File: config.mk
export PLATFORM = sky130hd
export DESIGN_NAME = updown_timer
export DESIGN_NICKNAME = d
export VERILOG_FILES = /design/src/verilog/updown_timer_pkg.sv /design/src/verilog/pin_sync.sv /design/src/verilog/updown_timer.sv
export SDC_FILE = /design/constraint.sdc
export NUM_CORES = 1
export LEC_CHECK = 0
export BUFFER_PORTS_ARGS = -buffer_cell sky130_fd_sc_hd__buf_4
export CORE_MARGIN = 8
export CORE_UTILIZATION = 50
export CTS_BUF_LIST = sky130_fd_sc_hd__clkbuf_8
export CTS_CLUSTER_SIZE = 30
export DETAILED_ROUTE_END_ITERATION = 8
export PLACE_DENSITY_LB_ADDON = 0.3
export SETUP_SLACK_MARGIN = 0.2
export SYNTH_ARGS = -nofsm -noshare
export SYNTH_HDL_FRONTEND = slang
export SYNTH_SLANG_ARGS = --single-unit
File: constraint.sdc
create_clock -name clk_i -period 3.3 [get_ports clk_i]
set_input_delay 0.66 -clock clk_i [delete_from_list [all_inputs] [get_ports clk_i]]
set_output_delay 0.66 -clock clk_i [all_outputs]
set_load 0.03 [all_outputs]
File: src/verilog/updown_timer_pkg.sv
// Shared constants and carrier types for the up/down reload timer.
package updown_timer_pkg;

  localparam int unsigned CLK_HZ          = 25000000;
  localparam int unsigned OSC_PER_STATE   = 3;
  localparam logic [15:0] COUNT_ALL_ONES  = 16'hFFFF;
  localparam logic [15:0] COUNT_RESET     = 16'h0000;
  localparam logic [15:0] RELOAD_RESET    = 16'h0000;
  localparam logic [1:0]  PRESCALE_RESET  = 2'h0;
  localparam logic [1:0]  SERIAL_NONE     = 2'h0;

  // Software control bits, held by the core's register file outside this block.
  typedef struct packed {
    logic       run_control;
    logic       counter_timer_select;
    logic       external_enable;
    logic       down_count_enable;
    logic       clock_output_enable;
    logic [1:0] prescale_field;
    logic [1:0] serial_select_bits;
  } ctrl_t;

  // Byte writes from the core.
  typedef struct packed {
    logic       count_low_we;
    logic       count_high_we;
    logic       reload_low_we;
    logic       reload_high_we;
    logic [7:0] wdata;
  } wr_t;

endpackage : updown_timer_pkg

File: src/verilog/pin_sync.sv
// Three-stage pin synchroniser with agreement of the last two stages.
`timescale 1ns/10ps
`default_nettype none
module pin_sync (
  // Clock and reset
  input  wire logic clk_i,
  input  wire logic srst_i,
  // Pin and result
  input  wire logic pin_i,
  output logic      level_o
);
  logic s1_q;
  logic s2_q;
  logic s3_q;

  always_ff @(posedge clk_i) begin
    if (srst_i) begin
      s1_q <= 1'b1;
      s2_q <= 1'b1;
      s3_q <= 1'b1;
    end else begin
      s1_q <= pin_i;
      s2_q <= s1_q;
      s3_q <= s2_q;
    end
  end

  // The level moves only once the second and third stages agree.
  always_ff @(posedge clk_i) begin
    if (srst_i) begin
      level_o <= 1'b1;
    end else if (s2_q == s3_q) begin
      level_o <= s3_q;
    end
  end
endmodule : pin_sync
`default_nettype wire

File: src/verilog/updown_timer.sv
// Sixteen-bit reload timer: up/down, clock-out and baud generator modes.
`timescale 1ns/10ps
`default_nettype none
module updown_timer (
  // Clock and reset
  input  wire logic                     clk_i,
  input  wire logic                     srst_i,
  // Control and writes from the core
  input  wire updown_timer_pkg::ctrl_t  ctrl_i,
  input  wire updown_timer_pkg::wr_t    wr_i,
  input  wire logic                     down_count_enable_set_i,
  input  wire logic                     overflow_flag_clr_i,
  input  wire logic                     external_flag_clr_i,
  // Pins
  input  wire logic                     direction_capture_pin_i,
  input  wire logic                     count_pin_i,
  output logic                          timer_output_pin_o,
  output logic                          timer_output_pin_oe_n_o,
  // Status
  output logic [15:0]                   count_o,
  output logic [15:0]                   reload_o,
  output logic                          down_count_enable_o,
  output logic                          overflow_flag_o,
  output logic                          external_flag_o,
  output logic                          irq_o,
  // Baud ticks to serial ports 0..2
  output logic [2:0]                    baud_tick_o
);
  localparam int unsigned PRE_W = 4;

  ////////////////////////////////////////////////////////////////////////////
  logic dir_lvl;
  logic cnt_lvl;
  logic cnt_prev_q;
  logic dir_prev_q;
  logic [1:0] state_div_q;
  logic [PRE_W-1:0] pre_q;
  logic tick;
  logic state_end;
  logic baud_mode;
  logic clkout_mode;
  logic updown_mode;
  logic ext_fall;
  logic [15:0] count_q;
  logic [15:0] reload_q;
  logic wrap_up;
  logic wrap_down;
  logic wrap;
  logic toggle_q;
  logic down_count_enable_q;

  pin_sync u_dir_sync (
    .clk_i   (clk_i),
    .srst_i  (srst_i),
    .pin_i   (direction_capture_pin_i),
    .level_o (dir_lvl)
  );

  pin_sync u_cnt_sync (
    .clk_i   (clk_i),
    .srst_i  (srst_i),
    .pin_i   (count_pin_i),
    .level_o (cnt_lvl)
  );

  always_ff @(posedge clk_i) begin
    if (srst_i) begin
      cnt_prev_q <= 1'b1;
      dir_prev_q <= 1'b1;
    end else begin
      cnt_prev_q <= cnt_lvl;
      dir_prev_q <= dir_lvl;
    end
  end

  assign ext_fall = dir_prev_q & ~dir_lvl;

  // any nonzero serial select is baud mode
  assign baud_mode   = ctrl_i.serial_select_bits != updown_timer_pkg::SERIAL_NONE;
  assign clkout_mode = ctrl_i.clock_output_enable & ~baud_mode;
  assign updown_mode = down_count_enable_q & ~baud_mode & ~clkout_mode;

  ////////////////////////////////////////////////////////////////////////////
  // state time of three clocks, then prescaler of pre+1 states
  assign state_end = state_div_q == 2'(updown_timer_pkg::OSC_PER_STATE - 1);

  always_ff @(posedge clk_i) begin
    if (srst_i || !ctrl_i.run_control) begin
      state_div_q <= 2'h0;
    end else if (state_end) begin
      state_div_q <= 2'h0;
    end else begin
      state_div_q <= state_div_q + 2'h1;
    end
  end

  always_ff @(posedge clk_i) begin
    if (srst_i || !ctrl_i.run_control) begin
      pre_q <= '0;
    end else if (state_end) begin
      pre_q <= (pre_q >= PRE_W'(ctrl_i.prescale_field)) ? '0 : pre_q + PRE_W'(1);
    end
  end

  // timer mode counts once every one to four state times, counter mode once per count pin fall
  assign tick = ctrl_i.run_control &
                (ctrl_i.counter_timer_select ? (cnt_prev_q & ~cnt_lvl)
                 : (state_end && pre_q == PRE_W'(ctrl_i.prescale_field)));

  ////////////////////////////////////////////////////////////////////////////
  assign wrap_up   = tick & (~updown_mode | dir_lvl) & (count_q == updown_timer_pkg::COUNT_ALL_ONES);
  // underflow when count matches the reload pair
  assign wrap_down = tick & updown_mode & ~dir_lvl & (count_q == reload_q);
  assign wrap      = wrap_up | wrap_down;

  // byte writes take priority over hardware reloads
  always_ff @(posedge clk_i) begin
    if (srst_i) begin
      count_q <= updown_timer_pkg::COUNT_RESET;
    end else begin
      if (wrap_down) begin
        count_q <= updown_timer_pkg::COUNT_ALL_ONES;
      end else if (wrap_up) begin
        // every up wrap reloads from the shared pair
        count_q <= reload_q;
      end else if (tick) begin
        count_q <= (updown_mode && !dir_lvl) ? count_q - 16'h1 : count_q + 16'h1;
      end else if (ext_fall && ctrl_i.external_enable && !baud_mode && !updown_mode) begin
        // pin-driven reload needs the external enable and happens only outside baud and up/down modes
        count_q <= reload_q;
      end
      if (wr_i.count_low_we) begin
        count_q[7:0] <= wr_i.wdata;
      end
      if (wr_i.count_high_we) begin
        count_q[15:8] <= wr_i.wdata;
      end
    end
  end

  always_ff @(posedge clk_i) begin
    if (srst_i) begin
      reload_q <= updown_timer_pkg::RELOAD_RESET;
    end else begin
      if (wr_i.reload_low_we) begin
        reload_q[7:0] <= wr_i.wdata;
      end
      if (wr_i.reload_high_we) begin
        reload_q[15:8] <= wr_i.wdata;
      end
    end
  end

  always_ff @(posedge clk_i) begin
    if (srst_i) begin
      down_count_enable_q <= 1'b0;
    end else begin
      down_count_enable_q <= down_count_enable_set_i;
    end
  end

  ////////////////////////////////////////////////////////////////////////////
  // baud and clock-out wraps never set the overflow flag; set beats clear
  always_ff @(posedge clk_i) begin
    if (srst_i) begin
      overflow_flag_o <= 1'b0;
    end else if (wrap && !baud_mode && !clkout_mode) begin
      overflow_flag_o <= 1'b1;
    end else if (overflow_flag_clr_i) begin
      overflow_flag_o <= 1'b0;
    end
  end

  // toggles as a seventeenth bit in up/down mode
  always_ff @(posedge clk_i) begin
    if (srst_i) begin
      external_flag_o <= 1'b0;
    end else if (updown_mode && wrap) begin
      external_flag_o <= ~external_flag_o;
    end else if (!updown_mode && ext_fall && (ctrl_i.external_enable || baud_mode)) begin
      external_flag_o <= 1'b1;
    end else if (external_flag_clr_i) begin
      external_flag_o <= 1'b0;
    end
  end

  // external flag interrupts only when enabled and not up/down
  assign irq_o = overflow_flag_o |
                 (external_flag_o & ctrl_i.external_enable & ~updown_mode);

  ////////////////////////////////////////////////////////////////////////////
  // wraps feed a divide-by-two stage
  always_ff @(posedge clk_i) begin
    if (srst_i) begin
      toggle_q <= 1'b0;
    end else if (wrap && ctrl_i.clock_output_enable) begin
      toggle_q <= ~toggle_q;
    end
  end

  // timer input selection gates the divided clock to the pin
  assign timer_output_pin_o      = toggle_q;
  assign timer_output_pin_oe_n_o = ~(ctrl_i.clock_output_enable & ~ctrl_i.counter_timer_select);

  // serial select routes the wrap to one port
  always_ff @(posedge clk_i) begin
    if (srst_i) begin
      baud_tick_o <= 3'h0;
    end else begin
      baud_tick_o <= 3'h0;
      if (baud_mode && wrap_up) begin
        baud_tick_o[ctrl_i.serial_select_bits - 2'h1] <= 1'b1;
      end
    end
  end

  assign count_o             = count_q;
  assign reload_o            = reload_q;
  assign down_count_enable_o = down_count_enable_q;

  ////////////////////////////////////////////////////////////////////////////
  // up wrap reloads
  a_up_wrap_reload: assert property (@(posedge clk_i) disable iff (srst_i)
    wrap_up && !wr_i.count_low_we && !wr_i.count_high_we |=> count_q == $past(reload_q))
    else $error("up wrap did not reload");
  a_down_wrap_ones: assert property (@(posedge clk_i) disable iff (srst_i)
    wrap_down && !wr_i.count_low_we && !wr_i.count_high_we |=> count_q == 16'hFFFF)
    else $error("down wrap did not load ones");
  a_ext_toggle: assert property (@(posedge clk_i) disable iff (srst_i)
    updown_mode && wrap |=> external_flag_o != $past(external_flag_o))
    else $error("external flag did not toggle");
  a_baud_no_flag: assert property (@(posedge clk_i) disable iff (srst_i)
    baud_mode && !overflow_flag_o |=> !overflow_flag_o)
    else $error("overflow flag set in baud mode");
  a_flag_irq: assert property (@(posedge clk_i) disable iff (srst_i)
    overflow_flag_o |-> irq_o)
    else $error("overflow without interrupt");
  a_clkout_toggle: assert property (@(posedge clk_i) disable iff (srst_i)
    wrap && ctrl_i.clock_output_enable |=> timer_output_pin_o != $past(timer_output_pin_o))
    else $error("output did not toggle");
  a_baud_no_reload: assert property (@(posedge clk_i) disable iff (srst_i)
    baud_mode && !tick && !wr_i.count_low_we && !wr_i.count_high_we
    |=> count_q == $past(count_q))
    else $error("count moved without tick in baud mode");
  a_write_wins: assert property (@(posedge clk_i) disable iff (srst_i)
    wr_i.count_low_we |=> count_q[7:0] == $past(wr_i.wdata))
    else $error("write lost to reload");
  a_tick_spacing: assert property (@(posedge clk_i) disable iff (srst_i)
    tick && !ctrl_i.counter_timer_select && ctrl_i.run_control |=> !tick [*2])
    else $error("ticks closer than one state time");
  a_reset_down_count_enable: assert property (@(posedge clk_i) srst_i |=> !down_count_enable_q)
    else $error("down count enable not cleared");

  c_up_wrap: cover property (@(posedge clk_i) disable iff (srst_i) wrap_up && updown_mode);
  c_down_wrap: cover property (@(posedge clk_i) disable iff (srst_i) wrap_down);
  c_baud_tick: cover property (@(posedge clk_i) disable iff (srst_i) |baud_tick_o);
  c_clkout: cover property (@(posedge clk_i) disable iff (srst_i) clkout_mode && wrap);
endmodule : updown_timer
`default_nettype wire

* Yosys cells after proc, flatten, opt, wreduce, memory -nomap -nowiden
Index checks and enable logic that the tools add are counted.
** Storage, ports and cells
- Word-level logic and storage cells :: 105
- Output and inout bits :: 41
- Bits in registers :: 55
** Cells by class
- Reduce and logical (&&, ||, !) cells :: 27
- Multiplexer cells :: 16
- Add/sub/neg operators :: 5
- Bitwise logic cells :: 27
- Order comparisons :: 3
- Eq/ne operators :: 6
** Operator list (number)
- $mux 16 :: 5
- $add 16x1->16 const B :: 1
- $eq 16x16->1 :: 1
- $eq 16x16->1 const B :: 1
- $mux 8 :: 2
- $sub 16x1->16 const B :: 1
- $and 1x1->1 :: 14
- $logic_and 1x1->1 :: 13
- $not 1->1 :: 10
- $reduce_bool 5->1 :: 2
- $mux 1 :: 7
- $logic_not 1->1 :: 5
- $add 4x1->4 const B :: 1
- $eq 4x2->1 :: 1
- $ge 4x2->1 :: 1
- $mux 4 :: 1
- $reduce_bool 2->1 :: 2
- $reduce_or 2->1 :: 2
- $lt 2x3->1 const B :: 1
- $or 1x1->1 :: 3
- $reduce_bool 3->1 :: 1
- $add 2x1->2 const B :: 1
- $demux 1 s2 :: 1
- $eq 1x1->1 :: 2
- 4 further kinds :: 5

* Logic depth before layout (Yosys ltp)
Gate-level depths: netlist of run 1.
- Depth after elaboration :: 13
- Mapped depth :: 12
- Gate-level depth less buffers :: 10

* Hierarchy
Synthesis of run 1 repeated with hierarchy kept, for this count alone.
** Second synthesis, totals
- Cells, all modules :: 390
- Area total of the unflattened synthesis :: 3333.2 um2
** By module, submodules not included
- updown_timer :: cells each 370, area each 3103.0 um2, instances 1
- pin_sync :: cells each 10, area each 115.1 um2, instances 2

* Worst setup path after synthesis of run 1
Ideal clock, no wire load.
- Kind :: input-to-reg
- Start point :: in ctrl_i[1] in the netlist's numbering
- End point :: reg count_q[6], in the netlist count_o[6]
- Data arrival time :: 3.247 ns
- Stages :: 11
- Library setup time :: 0.144 ns
- Setup slack :: -0.092 ns
- Required time :: 3.156 ns
- Cell sequence :: nor4b_4 -> nand2_1 -> clkbuf_1 -> xnor2_1 -> ha_1 -> or4_1 -> or2_1 -> o31ai_1 -> xor2_1 -> a2111oi_0 -> a2111oi_2
** On the way
- Longest elaborated chain between the ends :: 12
** Ends and longest elaborated chain
- start, declared :: RTL line updown_timer.sv:9 : input wire updown_timer_pkg::ctrl_t ctrl_i,
- $reduce_bool 2->1 (*) :: RTL line updown_timer.sv:79 : assign baud_mode = ctrl_i.serial_select_bits != updown_timer_pkg::SERIAL_NONE;
- $not 1->1 :: RTL line updown_timer.sv:80, updown_timer.sv:81
- $and 1x1->1 :: RTL line updown_timer.sv:80 : assign clkout_mode = ctrl_i.clock_output_enable & ~baud_mode;
- $not 1->1 :: RTL line updown_timer.sv:81 : assign updown_mode = down_count_enable_q & ~baud_mode & ~clkout_mode;
- $and 1x1->1 :: RTL line updown_timer.sv:81
- $not 1->1 :: RTL line updown_timer.sv:111 : assign wrap_up = tick & (~updown_mode | dir_lvl) & (count_q == updown_timer_pkg::COUNT_ALL_ONES);
- $or 1x1->1 :: RTL line updown_timer.sv:111
- $and 1x1->1 (2 in series) :: RTL line updown_timer.sv:111
- $mux 16 :: RTL line updown_timer.sv:123 : end else if (wrap_up) begin
- $mux 16 :: RTL line updown_timer.sv:121 : if (wrap_down) begin
- $mux 8 :: RTL line updown_timer.sv:132 : if (wr_i.count_low_we) begin
- end signal, assigned :: RTL line updown_timer.sv:122 : count_q <= updown_timer_pkg::COUNT_ALL_ONES;
- end signal, assigned :: RTL line updown_timer.sv:125 : count_q <= reload_q;
- end signal, assigned :: RTL line updown_timer.sv:133 : count_q[7:0] <= wr_i.wdata;
- end, declared :: RTL line updown_timer.sv:44 : logic [15:0] count_q;
Every way passes the cells marked *; elsewhere a longest branch is shown, timed or not.
A chain may end at the register's enable or synchronous reset.

* Worst setup path after layout of run 1
- Start point :: in ctrl_i[4] in the netlist's numbering
- End point :: reg count_q[6], in the netlist count_o[6]
** On the way
- Longest elaborated chain between the ends :: 10
** Ends and longest elaborated chain (RTL line)
- $and 1x1->1 (*) :: updown_timer.sv:80
- $not 1->1 (*) :: updown_timer.sv:81
- $and 1x1->1 (*) :: updown_timer.sv:81
- $not 1->1 :: updown_timer.sv:111
- $or 1x1->1 :: updown_timer.sv:111
- $and 1x1->1 (2 in series) :: updown_timer.sv:111
- $mux 16 :: updown_timer.sv:123
- $mux 16 :: updown_timer.sv:121
- $mux 8 :: updown_timer.sv:132
Marks and branches as above.

==> flow_summary.json, run 1 <==
{
  "timing.final.crit_share_pct": 87.4,
  "drive_gt1_share_pct": 24.0,
  "post_cts_buffers": 0,
  "dr.first_iter.drc_count": 342,
  "arrival_ns": 3.11,
  "drtAntennaViolNets": 0,
  "synth.most_common_cell": "dfxtp_1",
  "core_area_um2": 6280,
  "n_antenna_cell": 0,
  "grt_antenna_before_repair": 0,
  "synth_nets": 426,
  "timing.final.ws_setup_ns": 0.417,
  "max_slew.worst_pin.slew_ns": 1.03,
  "seq_area_frac_synth_pct": 34.2,
  "maxCapViolCount": 0,
  "wl_met3_um": 938,
  "whs_ns": 0.421,
  "nets": 482,
  "die_h_um": 96.3,
  "synth_area_um2": 3220,
  "clock_sinks": 55,
  "p_leak_nw": 1.68,
  "yosys_warnings": 0,
  "synth_top_area_share_pct": 34.2,
  "place_ws_ns": 0.128,
  "critPathRequiredTime_ns": 3.52,
  "clockBufferDepth": 2,
  "startpoint_type": "primary input",
  "outcome": "finished clean",
  "grt_start_max_net_pins": 47,
  "clkLatencyLatePin_ns": 0.31,
  "portBuffers": 67,
  "drc": 0,
  "dr_wl_met2_um": 4390,
  "syn-instance-count": 393,
  "ir_drop_mv": 0.231,
  "crit_fanout": 6,
  "synth_top_cell_by_area": "dfxtp_1",
  "syn_avg_cell_area_um2": 8.20,
  "synth_edf_count": 0,
  "die_w_um": 96.3,
  "cts_tree": "yes",
  "hold_class": "flip-flop to flip-flop",
  "slew_viol_final": 0,
  "worst_setup_path_end_kind": "flip-flop",
  "tns_ns": 0,
  "maxSlewHeadroom_pct": 29.3,
  "p_per_area_nw_per_um2": 381,
  "cts_buffers": 5,
  "die_area_um2": 9270,
  "routed_via_density": 6.01,
  "wl_met1_um": 4030,
  "fin_cells": 527,
  "dp_hpwl_um": 7000,
  "syn_to_final_growth_pct": 21.0,
  "synth_cell_type_count": 59,
  "num_vias": 3169,
  "grt_setup_unrepaired": "false",
  "start_util_pct": 51.3,
  "synthTopCellsByArea": "dfxtp_1 34%, xor2_1 5.2%, mux2i_1 5.0%, nand2_1 3.5%, nor2_1 3.3%",
  "fillers": 570,
  "grt_usage_pct": 20.9,
  "gp_congestion": 0.962,
  "ioPinCount": 69,
  "dp_cells": 519,
  "layout_min_cycle_time_ns": 2.88,
  "cts_root_buf": "clkbuf_8",
  "cts_resized": 0,
  "grt_overflow": 0,
  "wl_um": 9520,
  "synth.cells.most_frequent": "55 x dfxtp_1, 30 x nand2_1, 28 x nor2_1, 21 x o21ai_0, 20 x clkbuf_1",
  "total_power_mw": 1.48,
  "dominantRegCellSynth": "dfxtp_1",
  "synth-seq-cells": 55,
  "highest_layer": "met4",
  "cts-htree-levels": 2,
  "clkSlewWorstSetupHoldPaths_ns": 0.10,
  "finalSetupViolations": 0,
  "cts_hold_buf": 0,
  "synthArstFlopShare_pct": 0,
  "dr.pass1.iters": 5,
  "grt_pass1_wl_um": 15300,
  "rows": 29,
  "finalHoldViolations": 0,
  "fmax_mhz": 347,
  "criticalPathCategory": "primary input to flip-flop",
  "grt_pass1_vias": 3036,
  "avgRoutedWirePerCell_um": 18.1,
  "finClkSkew_ns": 0.00739
}
[flip-flops by register name, summed over array words and instances (netlist names), 2 cells and up]
register,cells
state_div_q,2
reload_o,16
pre_q,4
baud_tick_o,3
count_o,16
[area by class of cell]
cell class | instances | area [um^2] | share of cell area [%]
tap | 77 | 96.3 | 2.47
clock buffer | 5 | 68.8 | 1.77
clock inverter | 3 | 43.8 | 1.12
timing repair buffer | 76 | 571 | 14.6
multi-input combinational | 295 | 1960 | 50.2
inverter | 16 | 60.1 | 1.54
sequential | 55 | 1100 | 28.3
[worst paths after layout]
path	startpoint	end	slack (ns)	cells after the start
worst max-delay path	ctrl_i[4]	count_o[6]	0.42	11
worst min-delay path	u_cnt_sync.s1_q	u_cnt_sync.s2_q	0.42	1
worst max register to register	down_count_enable_o	count_o[6]	0.58	10
worst min register to register	u_cnt_sync.s1_q	u_cnt_sync.s2_q	0.42	1
[report_power, final]
group,total [mW],internal [mW],switching [mW],leakage [nW]
Combinational,0.280,0.119,0.161,1.17
Sequential,0.746,0.693,0.0529,0.452
Clock,0.458,0.226,0.232,0.0581
Total,1.48,1.04,0.446,1.68
[critical path: stages]
cell,delay (ns)
buf_4,0.14
nor4b_4,0.28
nand2_1,0.16
xnor2_1,0.16
ha_2,0.19
or4_1,0.43
or2_4,0.29
o31ai_2,0.21
xor2_1,0.20
a2111oi_2,0.10
a2111oi_2,0.28
[cell usage in the layout, fill, tap and decap left out, types with 5 or more instances in the layout]
master and instances:
xnor2_1 7, mux2i_1 16, or2_2 12, o21ai_0 21, a211oi_1 5, o31ai_1 6, nor2_1 28, clkbuf_8 5
nor3_1 18, xor2_1 19, nand4_1 5, nand2_1 30, nand3_1 10, buf_4 76, dfxtp_1 55, nor4_1 7
or3_1 6, nand2b_1 7, a31oi_1 5, inv_1 16, a21oi_1 14, and2_1 11
[cells by family after synthesis]
family,after synthesis,share of synthesized area [%]
xor gates and xnor gates,26,7.07
and+or+nand+nor,159,26.8
AOI/OAI and AO/OA,87,18.8
DFF,55,34.2
adders and majority gates,5,1.94
buffers and inverters,43,5.59
muxes,18,5.67
[layer usage]
metal  GRT usage (%)  up-vias
met5               0        -
met4            7.68        0
met3            5.23       17
met2            33.7      147
met1            26.3     1475
li1                -     1530
[stage by stage]
step,utilization (%),cell area [um^2]
2_1_floorplan,-,3250
3_3_place_gp,60.3,3780
3_5_place_dp,60.3,3780
4_1_cts,62.1,3900
5_1_grt,62.1,3900
6_report,62.1,3900
Power figures use the tool's default switching activity.
==> run 2: changes to the inputs <==
CELL_PAD_IN_SITES_DETAIL_PLACEMENT = 0   (was unset)
CELL_PAD_IN_SITES_GLOBAL_PLACEMENT = 2   (was unset)
CORE_UTILIZATION = 30   (was 50)
HOLD_SLACK_MARGIN = 0.05   (was unset)
==> run 2 against run 1 <==
Sequential power about the same. Largest power group unchanged. Setup slack better by 0.026 ns. Die area is 54% higher. Core utilization shrank 25 points. Critical endpoint unchanged. Non-clock buffer count is 2 higher. Total power shrank 3.6%. Via count shrank 4.4%. Clock power is 13% lower. Critical path depth unchanged.
==> flow_summary.json, run 2 (same netlist as run 1, synthesis figures left out) <==
{
  "worst_setup_path_end_kind": "flip-flop",
  "arrival_ns": 3.04,
  "timing.final.crit_share_pct": 86.6,
  "portBuffers": 67,
  "finClkSkew_ns": 0.0132,
  "grt_setup_unrepaired": "false",
  "drtAntennaViolNets": 0,
  "ir_drop_mv": 0.186,
  "place_ws_ns": 0.111,
  "die_area_um2": 14300,
  "cts-htree-levels": 2,
  "finalHoldViolations": 0,
  "cts_root_buf": "clkbuf_8",
  "highest_layer": "met4",
  "cts_buffers": 5,
  "post_cts_buffers": 0,
  "cts_resized": 0,
  "clockBufferDepth": 2,
  "dpl_cell_area_um2": 3880,
  "reg2reg_to": "count_o[6]",
  "avgRoutedWirePerCell_um": 17.9,
  "p_per_area_nw_per_um2": 361,
  "slew_viol_final": 0,
  "dr.pass1.iters": 4,
  "grt_start_max_net_pins": 47,
  "grt_pass1_vias": 3071,
  "die_w_um": 120,
  "start_util_pct": 30.3,
  "clkSlewWorstSetupHoldPaths_ns": 0.11,
  "regArea_um2": 1100,
  "multi_input_area_um2": 1960,
  "startpoint_type": "primary input",
  "min_from": "u_cnt_sync.s1_q",
  "layout_min_cycle_time_ns": 2.86,
  "critPathRequiredTime_ns": 3.48,
  "r2r_start": "u_dir_sync.level_o",
  "drc": 0,
  "fmax_mhz": 350,
  "clock_sinks": 55,
  "hold_depth": 1,
  "gp_congestion": 0.808,
  "wl_met1_um": 5150,
  "wl_met3_um": 579,
  "ioPinCount": 69,
  "maxSlewHeadroom_pct": 65.0,
  "finalSetupViolations": 0,
  "grt_overflow": 0,
  "fillers": 1162,
  "outcome": "finished clean",
  "p_leak_nw": 1.68,
  "drive_gt1_share_pct": 24.1,
  "mostFrequentLayoutCell": "buf_4",
  "dr.first_iter.drc_count": 233,
  "syn_to_final_growth_pct": 23.1,
  "n_antenna_cell": 0,
  "final_area_um2": 3970,
  "clkLatencyLatePin_ns": 0.32,
  "grt_pass1_wl_um": 16700,
  "rows": 38,
  "nets": 484,
  "criticalPathCategory": "primary input to flip-flop",
  "max_slew.worst_pin.slew_ns": 0.512,
  "grt_antenna_before_repair": 0,
  "maxCapViolCount": 0,
  "reg2reg_slack_ns": 0.59,
  "die_h_um": 120,
  "dr_wl_met2_um": 4700,
  "num_vias": 3029,
  "dp_hpwl_um": 7990,
  "crit_fanout": 6,
  "tns_ns": 0,
  "timing.final.ws_setup_ns": 0.443,
  "cts_tree": "yes",
  "hold_class": "flip-flop to flip-flop",
  "reg2reg_depth": 10,
  "wl_um": 10600,
  "core_area_um2": 10700,
  "grt_usage_pct": 14.6,
  "layout_common_cells": "78 x buf_4, 55 x dfxtp_1, 30 x nand2_1",
  "routed_via_density": 5.12,
  "cts_hold_buf": 0,
  "min_to": "u_cnt_sync.s2_q"
}
run 2: per-layer routing:
metal	global-route usage (%)	vias up
li1	-	1536
met2	22.6	85
met1	19.4	1399
met3	3.90	9
met5	0	-
met4	4.45	0
run 2: worst max path at each step:
stage                     depth (start not counted)  slack, ns      start          to
after floorplan                                  11       0.19  ctrl_i[4]  count_o[6]
after global placement                           11       0.14  ctrl_i[4]  count_o[6]
after detailed placement                         11       0.11  ctrl_i[4]  count_o[6]
after CTS                                        11       0.43  ctrl_i[4]  count_o[6]
after global routing                             11       0.30  ctrl_i[4]  count_o[6]
final                                            11       0.44  ctrl_i[4]  count_o[6]
run 2: where the power goes:
part / total, mW / internal [mW] / switching [mW] / leakage [nW]
sequential: 0.748 / 0.693 / 0.0544 / 0.452
clock: 0.400 / 0.151 / 0.250 / 0.0460
combinational: 0.284 / 0.120 / 0.163 / 1.18
run 2: final cells by class:
type,count,share of cell area [%]
Multi-Input combinational cell,295,49.3
Sequential cell,55,27.8
Timing Repair Buffer,78,14.8
Tap cell,140,4.42
Clock buffer,5,1.73
Inverter,16,1.51
Clock inverter,3,0.505
run 2: metrics by stage:
step	hold slack (ns)	util, %	instances	power (mW)
2_1_floorplan	0.389	-	393	0.926
3_3_place_gp	0.399	36.4	584	1.05
3_5_place_dp	0.402	36.4	584	1.05
4_1_cts	0.434	37.3	592	1.45
5_1_grt	0.462	37.3	592	1.50
6_report	0.428	37.3	592	1.43
run 2: critical path, stage by stage:
cell       delay (ns)
buf_4            0.14
nor4b_4          0.31
nand2_1          0.14
xnor2_1          0.15
ha_2             0.19
or4_1            0.42
or2_4            0.28
o31ai_2          0.21
xor2_1           0.11
a2111oi_2        0.35
a2111oi_2        0.08
==> run 3: changes to the inputs <==
SETUP_SLACK_MARGIN = 0.1   (was 0.2)
SYNTH_HIERARCHICAL = 1   (was unset)
==> run 3 against run 2 <==
Clock skew decreased by 0.0065 ns. Register-to-register slack better by 0.03 ns. Core utilization grew 0.27 points. Non-clock buffer count up 1. Cell area rose by 2.5%. Global-route usage up 0.78 points. Sequential power about the same. Fmax increased by 1.8%. Clock-buffer cell count stayed put. Critical path type unchanged. Largest cell class unchanged.
==> flow_summary.json, run 3 <==
{
  "nets": 483,
  "drc": 0,
  "routed_via_density": 5.44,
  "rows": 38,
  "hold_class": "flip-flop to flip-flop",
  "die_area_um2": 14700,
  "drive_gt1_share_pct": 24.6,
  "max_slew.worst_pin.slew_ns": 0.771,
  "synth_compound_area_share_pct": 20.9,
  "synthMuxAreaShare_pct": 6.68,
  "finalHoldViolations": 0,
  "regArea_um2": 1100,
  "syn_avg_cell_area_um2": 8.55,
  "crit_fanout": 8,
  "synthAdderAreaFrac_pct": 1.88,
  "ir_drop_mv": 0.185,
  "gp_congestion": 0.825,
  "startpoint_type": "primary input",
  "tns_ns": 0,
  "synth.most_common_cell": "dfxtp_1",
  "synth_simple_gate_area_share_pct": 24.5,
  "drtAntennaViolNets": 0,
  "p_leak_nw": 1.72,
  "portBuffers": 67,
  "dr.first_iter.drc_count": 243,
  "num_vias": 3217,
  "clockBufferDepth": 2,
  "grt_setup_unrepaired": "false",
  "synth_nets": 423,
  "fin_cells": 591,
  "mostFrequentLayoutCell": "buf_4",
  "synth-seq-cells": 55,
  "cts_buffers": 5,
  "synth_top_family_by_area": "simple AND/OR/NAND/NOR gates",
  "criticalPathCategory": "primary input to flip-flop",
  "maxSlewHeadroom_pct": 48.1,
  "n_antenna_cell": 0,
  "synth_top_area_share_pct": 33.0,
  "worst_setup_path_end_kind": "flip-flop",
  "outcome": "finished clean",
  "timing.final.crit_share_pct": 85.0,
  "post_cts_buffers": 0,
  "synthXorXnorAreaFrac_pct": 7.62,
  "synth.cells.most_frequent": "55 x dfxtp_1, 33 x nor2_1, 22 x clkbuf_1, 22 x nand2_1, 20 x mux2i_1",
  "ioPinCount": 69,
  "grt_overflow": 0,
  "layout_min_cycle_time_ns": 2.81,
  "avgRoutedWirePerCell_um": 19.2,
  "start_util_pct": 30.7,
  "seq_area_frac_synth_pct": 33.0,
  "cts_tree": "yes",
  "grt_pass1_vias": 3127,
  "grt_antenna_before_repair": 0,
  "syn-instance-count": 390,
  "synthTopCellsByArea": "dfxtp_1 33%, mux2i_1 6.0%, xor2_1 4.7%, nor2_1 3.7%, xnor2_1 2.9%",
  "multi_input_area_um2": 2050,
  "critPathRequiredTime_ns": 3.55,
  "die_h_um": 121,
  "dominantRegCellSynth": "dfxtp_1",
  "die_w_um": 121,
  "maxCapViolCount": 0,
  "synth_area_um2": 3330,
  "cts-htree-levels": 2,
  "synth_top_cell_by_area": "dfxtp_1",
  "grt_pass1_wl_um": 17900,
  "clock_sinks": 55,
  "arrival_ns": 3.05,
  "syn_to_final_growth_pct": 22.0,
  "cts_root_buf": "clkbuf_8",
  "yosys_warnings": 6,
  "cts_hold_buf": 0,
  "synth_cell_type_count": 73,
  "layout_common_cells": "79 x buf_4, 55 x dfxtp_1, 33 x nor2_1",
  "clkLatencyLatePin_ns": 0.32,
  "wl_um": 11300,
  "dr.pass1.iters": 5,
  "grt_usage_pct": 15.4,
  "fmax_mhz": 356,
  "finClkSkew_ns": 0.00673,
  "cts_resized": 0,
  "slew_viol_final": 0,
  "dp_cells": 583,
  "finalSetupViolations": 0,
  "dp_hpwl_um": 8700,
  "synth_edf_count": 0,
  "clkSlewWorstSetupHoldPaths_ns": 0.11,
  "synthArstFlopShare_pct": 0,
  "core_area_um2": 10800,
  "grt_start_max_net_pins": 45,
  "fillers": 1141,
  "p_per_area_nw_per_um2": 355,
  "whs_ns": 0.420
}
run 3: logic make-up (layout without fill, tap and decap cells):
family                   Yosys count  count (layout)
AO/OA/AOI/OAI                     93              93
multiplexers                      22              22
buffers and inverters             41             102
flip-flops                        55              55
adder cells (fa/ha/maj)            5               5
AND/OR/NAND/NOR                  145             145
XOR/XNOR                          29              29
run 3: critical path: stages:
cell and delay [ns]:
buf_4 0.14, nor4b_2 0.31, nand2_1 0.16, xnor2_1 0.15, ha_1 0.26, nand4_1 0.18
o21ai_0 0.11, a2bb2oi_1 0.32, mux2i_1 0.30, or3b_1 0.37, o211ai_1 0.09
run 3: final timing paths:
| path | start | endpoint | slack (ns) | cells after the start |
|---|---|---|---|---|
| worst max-delay path | ctrl_i[0] | count_o[14] | 0.49 | 11 |
| worst min-delay path | u_cnt_sync/s1_q | u_cnt_sync/s2_q | 0.42 | 1 |
| worst max register to register | pre_q[0] | count_o[1] | 0.62 | 8 |
| worst min register to register | u_cnt_sync/s1_q | u_cnt_sync/s2_q | 0.42 | 1 |
run 3: cell type report:
type                    instances  share of cell area, %
well taps                     140                   4.31
multi-input cells             294                   50.5
repair buffers                 79                   14.6
flip-flops and latches         55                   27.1
clock inverters                 3                  0.461
inverters                      15                   1.38
clock buffers                   5                   1.69
run 3: per-layer routing:
metal	global-route usage, %	vias up	wire (um)
li1	-	1555	-
met2	23.4	96	4960
met1	21.7	1557	5570
met5	0	-	0
met4	3.86	0	148
met3	3.02	9	662
run 3: per-stage QoR:
| stage | power (mW) | worst slack, ns | utilization [%] | cell area [um^2] |
|---|---|---|---|---|
| CTS | 1.46 | 0.469 | 37.5 | 4070 |
| global placement | 1.06 | 0.140 | 36.7 | 3980 |
| finish | 1.44 | 0.494 | 37.5 | 4070 |
| floorplan | 0.931 | 0.316 | - | 3330 |
| global route | 1.51 | 0.284 | 37.5 | 4070 |
| detailed placement | 1.06 | 0.145 | 36.7 | 3980 |
run 3: report_power, final:
| group | internal (mW) | leakage, nW | total [mW] | switching, mW |
|---|---|---|---|---|
| registers | 0.694 | 0.452 | 0.747 | 0.0533 |
| logic | 0.124 | 1.22 | 0.303 | 0.178 |
| clock network | 0.151 | 0.0483 | 0.394 | 0.244 |
| total | 0.969 | 1.72 | 1.44 | 0.475 |
